$ cat src/rtl/perf_monitor_pkg.sv
// package for the performance threshold monitor: widths, reset values, report codes
// assumes a single clock domain and period strobes generated elsewhere
package perf_monitor_pkg;
	localparam int COUNT_W = 10;
	localparam int DAY_COUNT_W = 17;
	localparam int TIME_W = 32;
	localparam int UNAVAIL_RUN = 10;
	localparam logic [3:0] UNAVAIL_RUN_LAST = 4'h9;
	localparam logic [COUNT_W-1:0] COUNT_RESET = 10'h000;
	localparam logic [DAY_COUNT_W-1:0] DAY_COUNT_RESET = 17'h0_0000;
	localparam logic [COUNT_W-1:0] SEVERE_CLEAR_LEVEL = 10'h000;

	typedef enum logic [3:0] {
		RPT_NONE = 4'h0,
		RPT_QH_ERRORED = 4'h1,
		RPT_QH_SEVERE = 4'h2,
		RPT_QH_ERRORED_CLEAR = 4'h3,
		RPT_QH_SEVERE_CLEAR = 4'h4,
		RPT_DAY_ERRORED = 4'h5,
		RPT_DAY_SEVERE = 4'h6
	} report_kind_t;

	typedef struct packed {
		logic [COUNT_W-1:0] quarter_hour_errored_limit;
		logic [COUNT_W-1:0] quarter_hour_severe_limit;
		logic [COUNT_W-1:0] quarter_hour_clear_level;
		logic [DAY_COUNT_W-1:0] day_errored_limit;
		logic [DAY_COUNT_W-1:0] day_severe_limit;
	} limits_t;

	typedef struct packed {
		logic [TIME_W-1:0] stamp;
		logic [COUNT_W-1:0] quarter_hour_errored_count;
		logic [COUNT_W-1:0] quarter_hour_severe_count;
	} log_entry_t;
endpackage : perf_monitor_pkg

$ cat src/rtl/perf_threshold_monitor.sv
// quarter-hour and day threshold monitor for one digital path
// assumes second/quarter-hour/day strobes are one-cycle pulses synchronous to clk_i;
// second classification comes with the second strobe
//
// Behaviour
// - without hysteresis, stamped report when a quarter-hour count first exceeds its limit.
// - quarter-hour counters keep counting after a crossing.
// - without hysteresis, log both quarter-hour counts at each period end.
// - errored clear level must not exceed errored limit; severe clear level is zero.
// - hysteresis: errored reports suppressed until period ends at or below clear level.
// - hysteresis: severe reports suppressed until period ends with zero severe count.
// - two day counters count errored and severe seconds, cleared each day.
// - day errored count over limit gives one stamped report per day.
// - day severe count over limit gives one stamped report per day.
// - quarter-hour counters cleared each period, counting errored and severe seconds.
// - path unavailable from the tenth consecutive severe second; evaluation off.
`timescale 1ns/1ps
`default_nettype none
module perf_threshold_monitor (
	input wire logic clk_i,
	input wire logic nrst_i,
	input wire logic second_tick_i,
	input wire logic errored_second_i,
	input wire logic severe_second_i,
	input wire logic quarter_hour_tick_i,
	input wire logic day_tick_i,
	input wire logic hysteresis_en_i,
	input wire perf_monitor_pkg::limits_t limits_i,
	input wire logic [perf_monitor_pkg::TIME_W-1:0] time_of_day_i,
	output logic report_valid_o,
	output perf_monitor_pkg::report_kind_t report_kind_o,
	output logic [perf_monitor_pkg::TIME_W-1:0] report_stamp_o,
	output logic log_valid_o,
	output perf_monitor_pkg::log_entry_t log_entry_o,
	output logic unavailable_o,
	output logic [perf_monitor_pkg::COUNT_W-1:0] quarter_hour_errored_count_o,
	output logic [perf_monitor_pkg::COUNT_W-1:0] quarter_hour_severe_count_o,
	output logic [perf_monitor_pkg::DAY_COUNT_W-1:0] day_errored_count_o,
	output logic [perf_monitor_pkg::DAY_COUNT_W-1:0] day_severe_count_o
);
	import perf_monitor_pkg::*;

	logic [COUNT_W-1:0] quarter_hour_errored_count;
	logic [COUNT_W-1:0] quarter_hour_severe_count;
	logic [DAY_COUNT_W-1:0] day_errored_count;
	logic [DAY_COUNT_W-1:0] day_severe_count;
	logic [3:0] severe_run;
	logic unavailable;
	logic count_en;
	logic qh_errored_hit;
	logic qh_severe_hit;
	logic qh_errored_held;
	logic qh_severe_held;
	logic day_errored_sent;
	logic day_severe_sent;
	logic qh_errored_over;
	logic qh_severe_over;
	logic day_errored_over;
	logic day_severe_over;
	logic qh_errored_fire;
	logic qh_severe_fire;
	logic qh_errored_clear_fire;
	logic qh_severe_clear_fire;
	logic day_errored_fire;
	logic day_severe_fire;
	logic [5:0] pending;
	logic [5:0] next_pending;
	report_kind_t next_kind;

	// onset of unavailability: 10th consecutive severe second; any other second ends it
	always_ff @(posedge clk_i or negedge nrst_i) begin
		if (!nrst_i) begin
			severe_run <= 4'h0;
			unavailable <= 1'b0;
		end else if (second_tick_i) begin
			if (severe_second_i) begin
				if (severe_run == UNAVAIL_RUN_LAST) begin
					unavailable <= 1'b1;
				end else begin
					severe_run <= severe_run + 4'h1;
				end
			end else begin
				severe_run <= 4'h0;
				unavailable <= 1'b0;
			end
		end
	end

	// the seconds of a run that turns unavailable are counted before the onset is known;
	// we accept that small overcount instead of buffering ten seconds
	assign count_en = second_tick_i && !unavailable
		&& !(severe_second_i && severe_run == UNAVAIL_RUN_LAST);

	always_ff @(posedge clk_i or negedge nrst_i) begin
		if (!nrst_i) begin
			quarter_hour_errored_count <= COUNT_RESET;
			quarter_hour_severe_count <= COUNT_RESET;
		end else if (quarter_hour_tick_i) begin
			quarter_hour_errored_count <= COUNT_RESET;
			quarter_hour_severe_count <= COUNT_RESET;
		end else if (count_en) begin
			// saturate; a crossing never freezes the counters
			if ((errored_second_i || severe_second_i) && ~&quarter_hour_errored_count) begin
				quarter_hour_errored_count <= quarter_hour_errored_count + 10'h001;
			end
			if (severe_second_i && ~&quarter_hour_severe_count) begin
				quarter_hour_severe_count <= quarter_hour_severe_count + 10'h001;
			end
		end
	end

	always_ff @(posedge clk_i or negedge nrst_i) begin
		if (!nrst_i) begin
			day_errored_count <= DAY_COUNT_RESET;
			day_severe_count <= DAY_COUNT_RESET;
		end else if (day_tick_i) begin
			day_errored_count <= DAY_COUNT_RESET;
			day_severe_count <= DAY_COUNT_RESET;
		end else if (count_en) begin
			if ((errored_second_i || severe_second_i) && ~&day_errored_count) begin
				day_errored_count <= day_errored_count + 17'h0_0001;
			end
			if (severe_second_i && ~&day_severe_count) begin
				day_severe_count <= day_severe_count + 17'h0_0001;
			end
		end
	end

	assign qh_errored_over = quarter_hour_errored_count > limits_i.quarter_hour_errored_limit;
	assign qh_severe_over = quarter_hour_severe_count > limits_i.quarter_hour_severe_limit;
	assign day_errored_over = day_errored_count > limits_i.day_errored_limit;
	assign day_severe_over = day_severe_count > limits_i.day_severe_limit;

	// one crossing report per period; in hysteresis mode the held flag also suppresses
	assign qh_errored_fire = qh_errored_over && !qh_errored_hit
		&& !(hysteresis_en_i && qh_errored_held);
	assign qh_severe_fire = qh_severe_over && !qh_severe_hit
		&& !(hysteresis_en_i && qh_severe_held);
	// clear levels are judged on the closing counts, on the boundary strobe
	// an errored clear level above the limit is a configuration fault left to software
	assign qh_errored_clear_fire = quarter_hour_tick_i && hysteresis_en_i && qh_errored_held
		&& quarter_hour_errored_count <= limits_i.quarter_hour_clear_level;
	assign qh_severe_clear_fire = quarter_hour_tick_i && hysteresis_en_i && qh_severe_held
		&& quarter_hour_severe_count == SEVERE_CLEAR_LEVEL;
	assign day_errored_fire = day_errored_over && !day_errored_sent;
	assign day_severe_fire = day_severe_over && !day_severe_sent;

	always_ff @(posedge clk_i or negedge nrst_i) begin
		if (!nrst_i) begin
			qh_errored_hit <= 1'b0;
			qh_severe_hit <= 1'b0;
		end else if (quarter_hour_tick_i) begin
			qh_errored_hit <= 1'b0;
			qh_severe_hit <= 1'b0;
		end else begin
			qh_errored_hit <= qh_errored_hit | qh_errored_over;
			qh_severe_hit <= qh_severe_hit | qh_severe_over;
		end
	end

	// hysteresis hold flags; a crossing in the same cycle as a clear wins
	always_ff @(posedge clk_i or negedge nrst_i) begin
		if (!nrst_i) begin
			qh_errored_held <= 1'b0;
			qh_severe_held <= 1'b0;
		end else if (!hysteresis_en_i) begin
			qh_errored_held <= 1'b0;
			qh_severe_held <= 1'b0;
		end else begin
			if (qh_errored_fire) begin
				qh_errored_held <= 1'b1;
			end else if (qh_errored_clear_fire) begin
				qh_errored_held <= 1'b0;
			end
			if (qh_severe_fire) begin
				qh_severe_held <= 1'b1;
			end else if (qh_severe_clear_fire) begin
				qh_severe_held <= 1'b0;
			end
		end
	end

	always_ff @(posedge clk_i or negedge nrst_i) begin
		if (!nrst_i) begin
			day_errored_sent <= 1'b0;
			day_severe_sent <= 1'b0;
		end else if (day_tick_i) begin
			day_errored_sent <= 1'b0;
			day_severe_sent <= 1'b0;
		end else begin
			day_errored_sent <= day_errored_sent | day_errored_over;
			day_severe_sent <= day_severe_sent | day_severe_over;
		end
	end

	// several reports may fall due together; queue as flags, drain one per cycle by priority
	always_comb begin
		next_pending = pending | {day_severe_fire, day_errored_fire, qh_severe_clear_fire,
			qh_errored_clear_fire, qh_severe_fire, qh_errored_fire};
		next_kind = RPT_NONE;
		if (next_pending[0]) begin
			next_kind = RPT_QH_ERRORED;
			next_pending[0] = 1'b0;
		end else if (next_pending[1]) begin
			next_kind = RPT_QH_SEVERE;
			next_pending[1] = 1'b0;
		end else if (next_pending[2]) begin
			next_kind = RPT_QH_ERRORED_CLEAR;
			next_pending[2] = 1'b0;
		end else if (next_pending[3]) begin
			next_kind = RPT_QH_SEVERE_CLEAR;
			next_pending[3] = 1'b0;
		end else if (next_pending[4]) begin
			next_kind = RPT_DAY_ERRORED;
			next_pending[4] = 1'b0;
		end else if (next_pending[5]) begin
			next_kind = RPT_DAY_SEVERE;
			next_pending[5] = 1'b0;
		end
	end

	always_ff @(posedge clk_i or negedge nrst_i) begin
		if (!nrst_i) begin
			pending <= 6'h00;
			report_valid_o <= 1'b0;
			report_kind_o <= RPT_NONE;
			report_stamp_o <= 32'h0000_0000;
		end else begin
			pending <= next_pending;
			report_valid_o <= (next_kind != RPT_NONE);
			report_kind_o <= next_kind;
			if (next_kind != RPT_NONE) begin
				report_stamp_o <= time_of_day_i;
			end
		end
	end

	always_ff @(posedge clk_i or negedge nrst_i) begin
		if (!nrst_i) begin
			log_valid_o <= 1'b0;
			log_entry_o <= '0;
		end else begin
			log_valid_o <= quarter_hour_tick_i && !hysteresis_en_i;
			if (quarter_hour_tick_i && !hysteresis_en_i) begin
				log_entry_o <= '{stamp: time_of_day_i,
					quarter_hour_errored_count: quarter_hour_errored_count,
					quarter_hour_severe_count: quarter_hour_severe_count};
			end
		end
	end

	assign unavailable_o = unavailable;
	assign quarter_hour_errored_count_o = quarter_hour_errored_count;
	assign quarter_hour_severe_count_o = quarter_hour_severe_count;
	assign day_errored_count_o = day_errored_count;
	assign day_severe_count_o = day_severe_count;
endmodule : perf_threshold_monitor
`default_nettype wire

$ cat config.mk
export PLATFORM = sky130hd
export DESIGN_NAME = perf_threshold_monitor
export DESIGN_NICKNAME = d
export VERILOG_FILES = /design/src/rtl/perf_monitor_pkg.sv /design/src/rtl/perf_threshold_monitor.sv
export SDC_FILE = /design/constraint.sdc
export NUM_CORES = 1
export LEC_CHECK = 0
export BUFFER_PORTS_ARGS = -buffer_cell sky130_fd_sc_hd__buf_2
export CAP_MARGIN = 20
export CORE_MARGIN = 2
export CORE_UTILIZATION = 35
export CTS_BUF_LIST = sky130_fd_sc_hd__clkbuf_4 sky130_fd_sc_hd__clkbuf_8
export DETAILED_ROUTE_END_ITERATION = 8
export GPL_TIMING_DRIVEN = 0
export PLACE_DENSITY = 0.58
export SETUP_SLACK_MARGIN = 0.1
export SLEW_MARGIN = 10
export SYNTH_ARGS = -nofsm -noshare
export SYNTH_HDL_FRONTEND = slang
export SYNTH_SLANG_ARGS = --single-unit
$ cat constraint.sdc
create_clock -name clk_i -period 5.11 [get_ports clk_i]
set_input_delay 0.7665 -clock clk_i [delete_from_list [all_inputs] [get_ports clk_i]]
set_output_delay 0.7665 -clock clk_i [all_outputs]
set_load 0.02 [all_outputs]
Word-level counts from Yosys, hierarchy flattened. Cells that the tools add are included.

Bits in registers: 160. Logic and storage cells: 130.

Add/sub/neg operators: 5. Magnitude comparators: 5. Equal/unequal tests: 5. Muxes and demuxes: 37. Bitwise operators: 5. Reduce and logical (&&, ||, !) cells: 53.

Operator list (number): 17-bit 2-to-1 mux (6); 10-bit 2-to-1 mux (6); 17-bit by 1-bit adder with 17-bit output (second input constant) (2); 17-bit greater-than comparator (2); 17-bit AND reduction (2); 1-bit logical AND (21); 3-bit 2-to-1 mux (7); 10-bit by 1-bit adder with 10-bit output (second input constant) (2); 10-bit greater-than comparator (2); 10-bit AND reduction (2); 1-bit logical NOT (13); 1-bit 2-to-1 mux (13); 4-bit 2-to-1 mux (3); 2-bit AND reduction (6); 2-bit nonzero test (6); 10-bit less-or-equal comparator (1); 10-bit logical NOT (1); 3-bit by 1-bit != test with 1-bit output (second input constant) (2); 6-bit bitwise OR (1); 5-bit 2-to-1 mux (1); 4-bit by 1-bit adder with 4-bit output (second input constant) (1); 4-bit equality test (second input constant) (1); 1-bit bitwise OR (4); 4-bit nonzero test (1); other kinds (4) (4).

Logic depth before layout (Yosys ltp).
Depth in word-level cells: 11. Mapped depth: 12. Depth with buffers taken out: 12.

Worst setup path before layout. OpenSTA, ideal clock, no wires.

Kind: input -> register. From: in limits_i[57] (netlist bit). To: reg report_stamp_o[10] (netlist bit). Setup time: 0.125 ns. Arrival: 2.814 ns. Data required time: 4.985 ns. Slack: 2.171 ns. Stages: 10. Cell sequence: inv_1 > ha_1 > a21o_1 > a21o_1 > a221o_1 > o2111a_1 > nor2b_4 > nand4_4 > buf_6 > mux2_4.

Word-level cells in the longest chain between the ends: 6.

Ends and longest elaborated chain: start: declaration (RTL line perf_threshold_monitor.sv:28) `input wire perf_monitor_pkg::limits_t limits_i,`; 10-bit greater-than comparator (RTL line perf_threshold_monitor.sv:129) `assign qh_errored_over = quarter_hour_errored_count > limits_i.quarter_hour_errored_limit;`; 1-bit logical AND (RTL line perf_threshold_monitor.sv:135) `assign qh_errored_fire = qh_errored_over && !qh_errored_hit`; 1-bit logical AND (RTL line perf_threshold_monitor.sv:136) `&& !(hysteresis_en_i && qh_errored_held);`; 6-bit bitwise OR (RTL line perf_threshold_monitor.sv:198) `next_pending = pending | {day_severe_fire, day_errored_fire, qh_severe_clear_fire,`; 3-bit 2-to-1 mux (RTL line perf_threshold_monitor.sv:201) `if (next_pending[0]) begin`; 4-bit nonzero test (RTL line perf_threshold_monitor.sv:232) `if (next_kind != RPT_NONE) begin`; end signal: assignment (RTL line perf_threshold_monitor.sv:233) `report_stamp_o <= time_of_day_i;`; end: declaration (RTL line perf_threshold_monitor.sv:32) `output logic [perf_monitor_pkg::TIME_W-1:0] report_stamp_o,`.

Every way passes these cells. A chain may end at the register's enable or synchronous reset.

Final worst setup path.
From: reg day_severe_count[12], in the netlist day_severe_count_o[12]. To: reg report_stamp_o[13] (netlist bit).

Word-level cells in the longest chain between the ends: 10.

Ends and longest elaborated chain: start: declaration (RTL line perf_threshold_monitor.sv:46) `logic [DAY_COUNT_W-1:0] day_severe_count;`; start signal: assignment (RTL line perf_threshold_monitor.sv:124) `day_severe_count <= day_severe_count + 17'h0_0001;`; 17-bit greater-than comparator (RTL line perf_threshold_monitor.sv:132) `assign day_severe_over = day_severe_count > limits_i.day_severe_limit;`; 1-bit logical AND (RTL line perf_threshold_monitor.sv:146) `assign day_severe_fire = day_severe_over && !day_severe_sent;`; 6-bit bitwise OR (RTL line perf_threshold_monitor.sv:198); 3-bit 2-to-1 mux (RTL line perf_threshold_monitor.sv:216) `end else if (next_pending[5]) begin`; 3-bit 2-to-1 mux (RTL line perf_threshold_monitor.sv:213) `end else if (next_pending[4]) begin`; 3-bit 2-to-1 mux (RTL line perf_threshold_monitor.sv:210) `end else if (next_pending[3]) begin`; 3-bit 2-to-1 mux (RTL line perf_threshold_monitor.sv:207) `end else if (next_pending[2]) begin`; 3-bit 2-to-1 mux (RTL line perf_threshold_monitor.sv:204) `end else if (next_pending[1]) begin`; 3-bit 2-to-1 mux (RTL line perf_threshold_monitor.sv:201); 4-bit nonzero test (RTL line perf_threshold_monitor.sv:232).

Every way passes these cells.

==> key figures <==
Critical path
  • Setup CP Type: reg2reg
  • Slowest cell on crit path: a2111oi_2
  • CP Launch Type: flop
  • Crit path DAT: 3.42 ns
  • Cell mode on critical path: a21oi_1
  • Worst EP required: 5.45 ns
  • Critical-path cell list: ha_1 > a21oi_1 > o21ai_0 > a2111oi_2 > nand3_1 > a21oi_1 > nand4_4 > buf_6 > mux2_4
  • Worst-path fanout max: 10
  • Crit end category: flop
  • CP max stage delay: 0.48 ns

Clock tree
  • Clk pin slew, worst setup/hold paths: 0.10 ns
  • Post-cts resize count: 0
  • Cts hold-fix bufs: 0
  • Clock Latency Late Sink: 0.46 ns
  • Max clock buf depth: 2
  • CTS Buf Count: 17
  • CTS tree: done
  • Clk sinks: 159
  • H-Tree Level Count: 4
  • Total setup buffers inserted after CTS: 0
  • Clk Tree Root Cell: clkbuf_8

GRT
  • Initial antenna violation count: 1
  • Largest net degree at the start of global routing: 103
  • Vias in the first global route: 6,550
  • GR Overflow Total: 0
  • First-pass GRT wire length: 34.5 mm
  • Gr usage total: 0.167

STA
  • Slew Limit Headroom: 0.453
  • Final Cycle Share: 0.601
  • Fin crit period: 3.07 ns
  • Worst-Margin Slew: 0.813 ns
  • Clock skew: 0.0256 ns
  • RSZ-0062 raised after global routing: false
  • Count of final setup violators: 0
  • Max Freq: 325 MHz
  • Max Slew Vio Count: 0
  • Fin. Hold Viols: 0
  • Worst hold margin: 0.227 ns
  • TNS Setup: 0 ns

Placement
  • DP Area: 10,200 µm²
  • Inst Count DP: 1,343
  • RePlAce Congestion: 0.790
  • Port bufs: 245
  • HPWL Detailed: 15.8 mm

Die
  • IO Pins: 249
  • Die extent in y: 160 µm
  • Initial Utilization: 0.354
  • Die area: 25,600 µm²
  • Floorplan row count: 57
  • CORE AREA: 24,100 µm²
  • Die X: 160 µm

Route
  • Initial drt markers: 305
  • Number of remaining DRC errors: 0
  • DR pass1 iterations: 4
  • DR vias/cell: 4.73
  • Detail Route Antenna Nets: 0
  • Via count: 6,504
  • Post-DR wirelength/cell: 15.2 µm
  • Total Wirelength: 20.9 mm

Min path
  • Hold Path Class: in2async

Synth
  • Largest cells by area after synthesis: dfrtp_1, ha_1, mux2_2, mux2_4, inv_1
  • Cell Area, Synth: 8530 µm²
  • Seq cells post-synth: 159
  • Post-synth EDFFs: 0
  • Asr flop ratio synth: 1.00
  • Synth warn: 0
  • Avg Cell Area, Syn: 11.0 µm²
  • Largest area contributor in the synthesized netlist: dfrtp_1
  • Synth unique cells: 60
  • Top FF cell, synth: dfrtp_1
  • Sequential element share of the synthesized area: 0.467
  • Gate Count Post-Synth: 773
  • Post-synth top area share: 0.467
  • Syn_nets: 950

Final layout
  • Commonest non-fill, non-tap cells in the layout: buf_2, dfrtp_1, inv_1
  • Fill cells: 2,373
  • Share of post-route cells with drive strength above 1: 0.363
  • Commonest non-fill, non-tap cell in the layout: buf_2
  • Area grow syn2layout: 24.6%
  • Design area: 10,600 µm²
  • Final #Nets: 1,215
  • Final Non-Filler Cells: 1,376
  • Final Util: 0.441

Pwr
  • Max VDD drop: 0.136 mV
  • Power Density: 267 nW/µm²
  • Leak pwr: 5.67 nW

Flow run
  • Max-cap violations: 0

Run status
  • Run status: finished, final reports clean
power breakdown:
| part | switching, W | internal (W) |
|---|---|---|
| clock | 0.000566 | 0.000419 |
| combinational | 0.000268 | 0.000200 |
| sequential | 0.0000491 | 0.00134 |
| total | 0.000883 | 0.00196 |
metal layers:
metal	track usage	vias up	routed length, µm
met5	0	-	7
li1	-	3214	-
met2	0.273	167	9700
met1	0.222	3094	9820
met3	0.0408	27	1030
met4	0.0471	2	376
registers in the layout (all words and copies together) (netlist names):
name                          cells
qh_severe_held                    1
severe_run                        4
day_errored_count_o              17
qh_errored_hit                    1
day_severe_sent                   1
log_valid_o                       1
report_stamp_o                   32
report_valid_o                    1
report_kind_o                     3
day_errored_sent                  1
unavailable_o                     1
quarter_hour_errored_count_o     10
quarter_hour_severe_count_o      10
log_entry_o                      52
qh_errored_held                   1
day_severe_count_o               17
pending                           5
qh_severe_hit                     1
synth_stat cells (2+ instances only):
| cell type | count |
|---|---|
| dfrtp_1 | 159 |
| inv_1 | 77 |
| ha_1 | 73 |
| nor2_1 | 72 |
| mux2_2 | 55 |
| nand2_1 | 43 |
| a21oi_1 | 37 |
| mux2_4 | 29 |
| xor2_1 | 22 |
| nand4_1 | 20 |
| xnor2_1 | 19 |
| o21ai_0 | 17 |
| nand3_1 | 15 |
| nor3_1 | 12 |
| a21o_1 | 11 |
| clkbuf_1 | 10 |
| nor2b_1 | 9 |
| or3_1 | 7 |
| and4_1 | 6 |
| mux2i_1 | 6 |
| a211oi_1 | 4 |
| a31oi_1 | 4 |
| buf_1 | 4 |
| o21bai_1 | 4 |
| a21boi_0 | 3 |
| and2_1 | 3 |
| and3_1 | 3 |
| buf_6 | 3 |
| nand2b_1 | 3 |
| nor4_1 | 3 |
| o2111a_1 | 3 |
| or2_2 | 3 |
| a22oi_1 | 2 |
| a41oi_2 | 2 |
| nand3b_1 | 2 |
| nor4_4 | 2 |
| o21ai_1 | 2 |
| o31ai_1 | 2 |
cells by family (layout without fill, tap and decap cells):
logic type               count (synthesis)  count (layout)  share of synthesized area
AND/OR/NAND/NOR                        207             207                      0.123
AO/OA/AOI/OAI                          105             105                     0.0841
buffers and inverters                   97             375                     0.0459
adder cells (fa/ha/maj)                 73              73                      0.107
flip-flops                             159             159                      0.467
other                                    1               2                   0.000440
multiplexers                            90              90                      0.131
XOR/XNOR                                41              41                     0.0421
path summary, 6_finish.rpt:
check / from / endpoint / slack [ns] / cells past startpoint
max: day_severe_count_o[12]$_DFFE_PN0P_ / report_stamp_o[13]$_DFFE_PN0P_ / 2.04 / 9
min: nrst_i / log_entry_o[32]$_DFFE_PN0P_ / 0.23 / 1
max reg2reg: day_severe_count_o[12]$_DFFE_PN0P_ / report_stamp_o[13]$_DFFE_PN0P_ / 2.04 / 9
min in group clk_i: log_entry_o[37]$_DFFE_PN0P_ / log_entry_o[37]$_DFFE_PN0P_ / 0.51 / 1
min reg2reg: log_entry_o[37]$_DFFE_PN0P_ / log_entry_o[37]$_DFFE_PN0P_ / 0.51 / 1
max in group asynchronous: nrst_i / report_kind_o[1]$_DFF_PN0_ / 4.02 / 2
layout make-up:
cell class	instances	area, µm²	area share
multi-input cells	517	4160	0.391
flip-flops and latches	159	3980	0.375
repair buffers	246	1260	0.119
well taps	324	405	0.0382
inverters	78	293	0.0276
clock buffers	17	234	0.0220
clock inverters	15	190	0.0179
plain buffers	19	98.8	0.00931
diodes	1	2.50	0.000236
worst max-delay path, delay by kind of cell, from the launching register on:
kind                       cells  cell delay, ns
adders and majority gates      1            0.34
buffers and inverters          1            0.24
AOI/OAI and AO/OA              4            1.22
and+or+nand+nor                2            0.40
DFF                            1            0.46
muxes                          1            0.30
stage by stage:
| step | worst slack, ns | total power (W) |
|---|---|---|
| 5_1_grt | 1.81 | 0.00300 |
| 3_3_place_gp | 0.615 | 0.00188 |
| 4_1_cts | 2.00 | 0.00290 |
| 3_5_place_dp | 1.57 | 0.00189 |
| 2_1_floorplan | 2.17 | 0.00168 |
| 6_report | 2.04 | 0.00284 |
(Power assumes the default switching activity.)
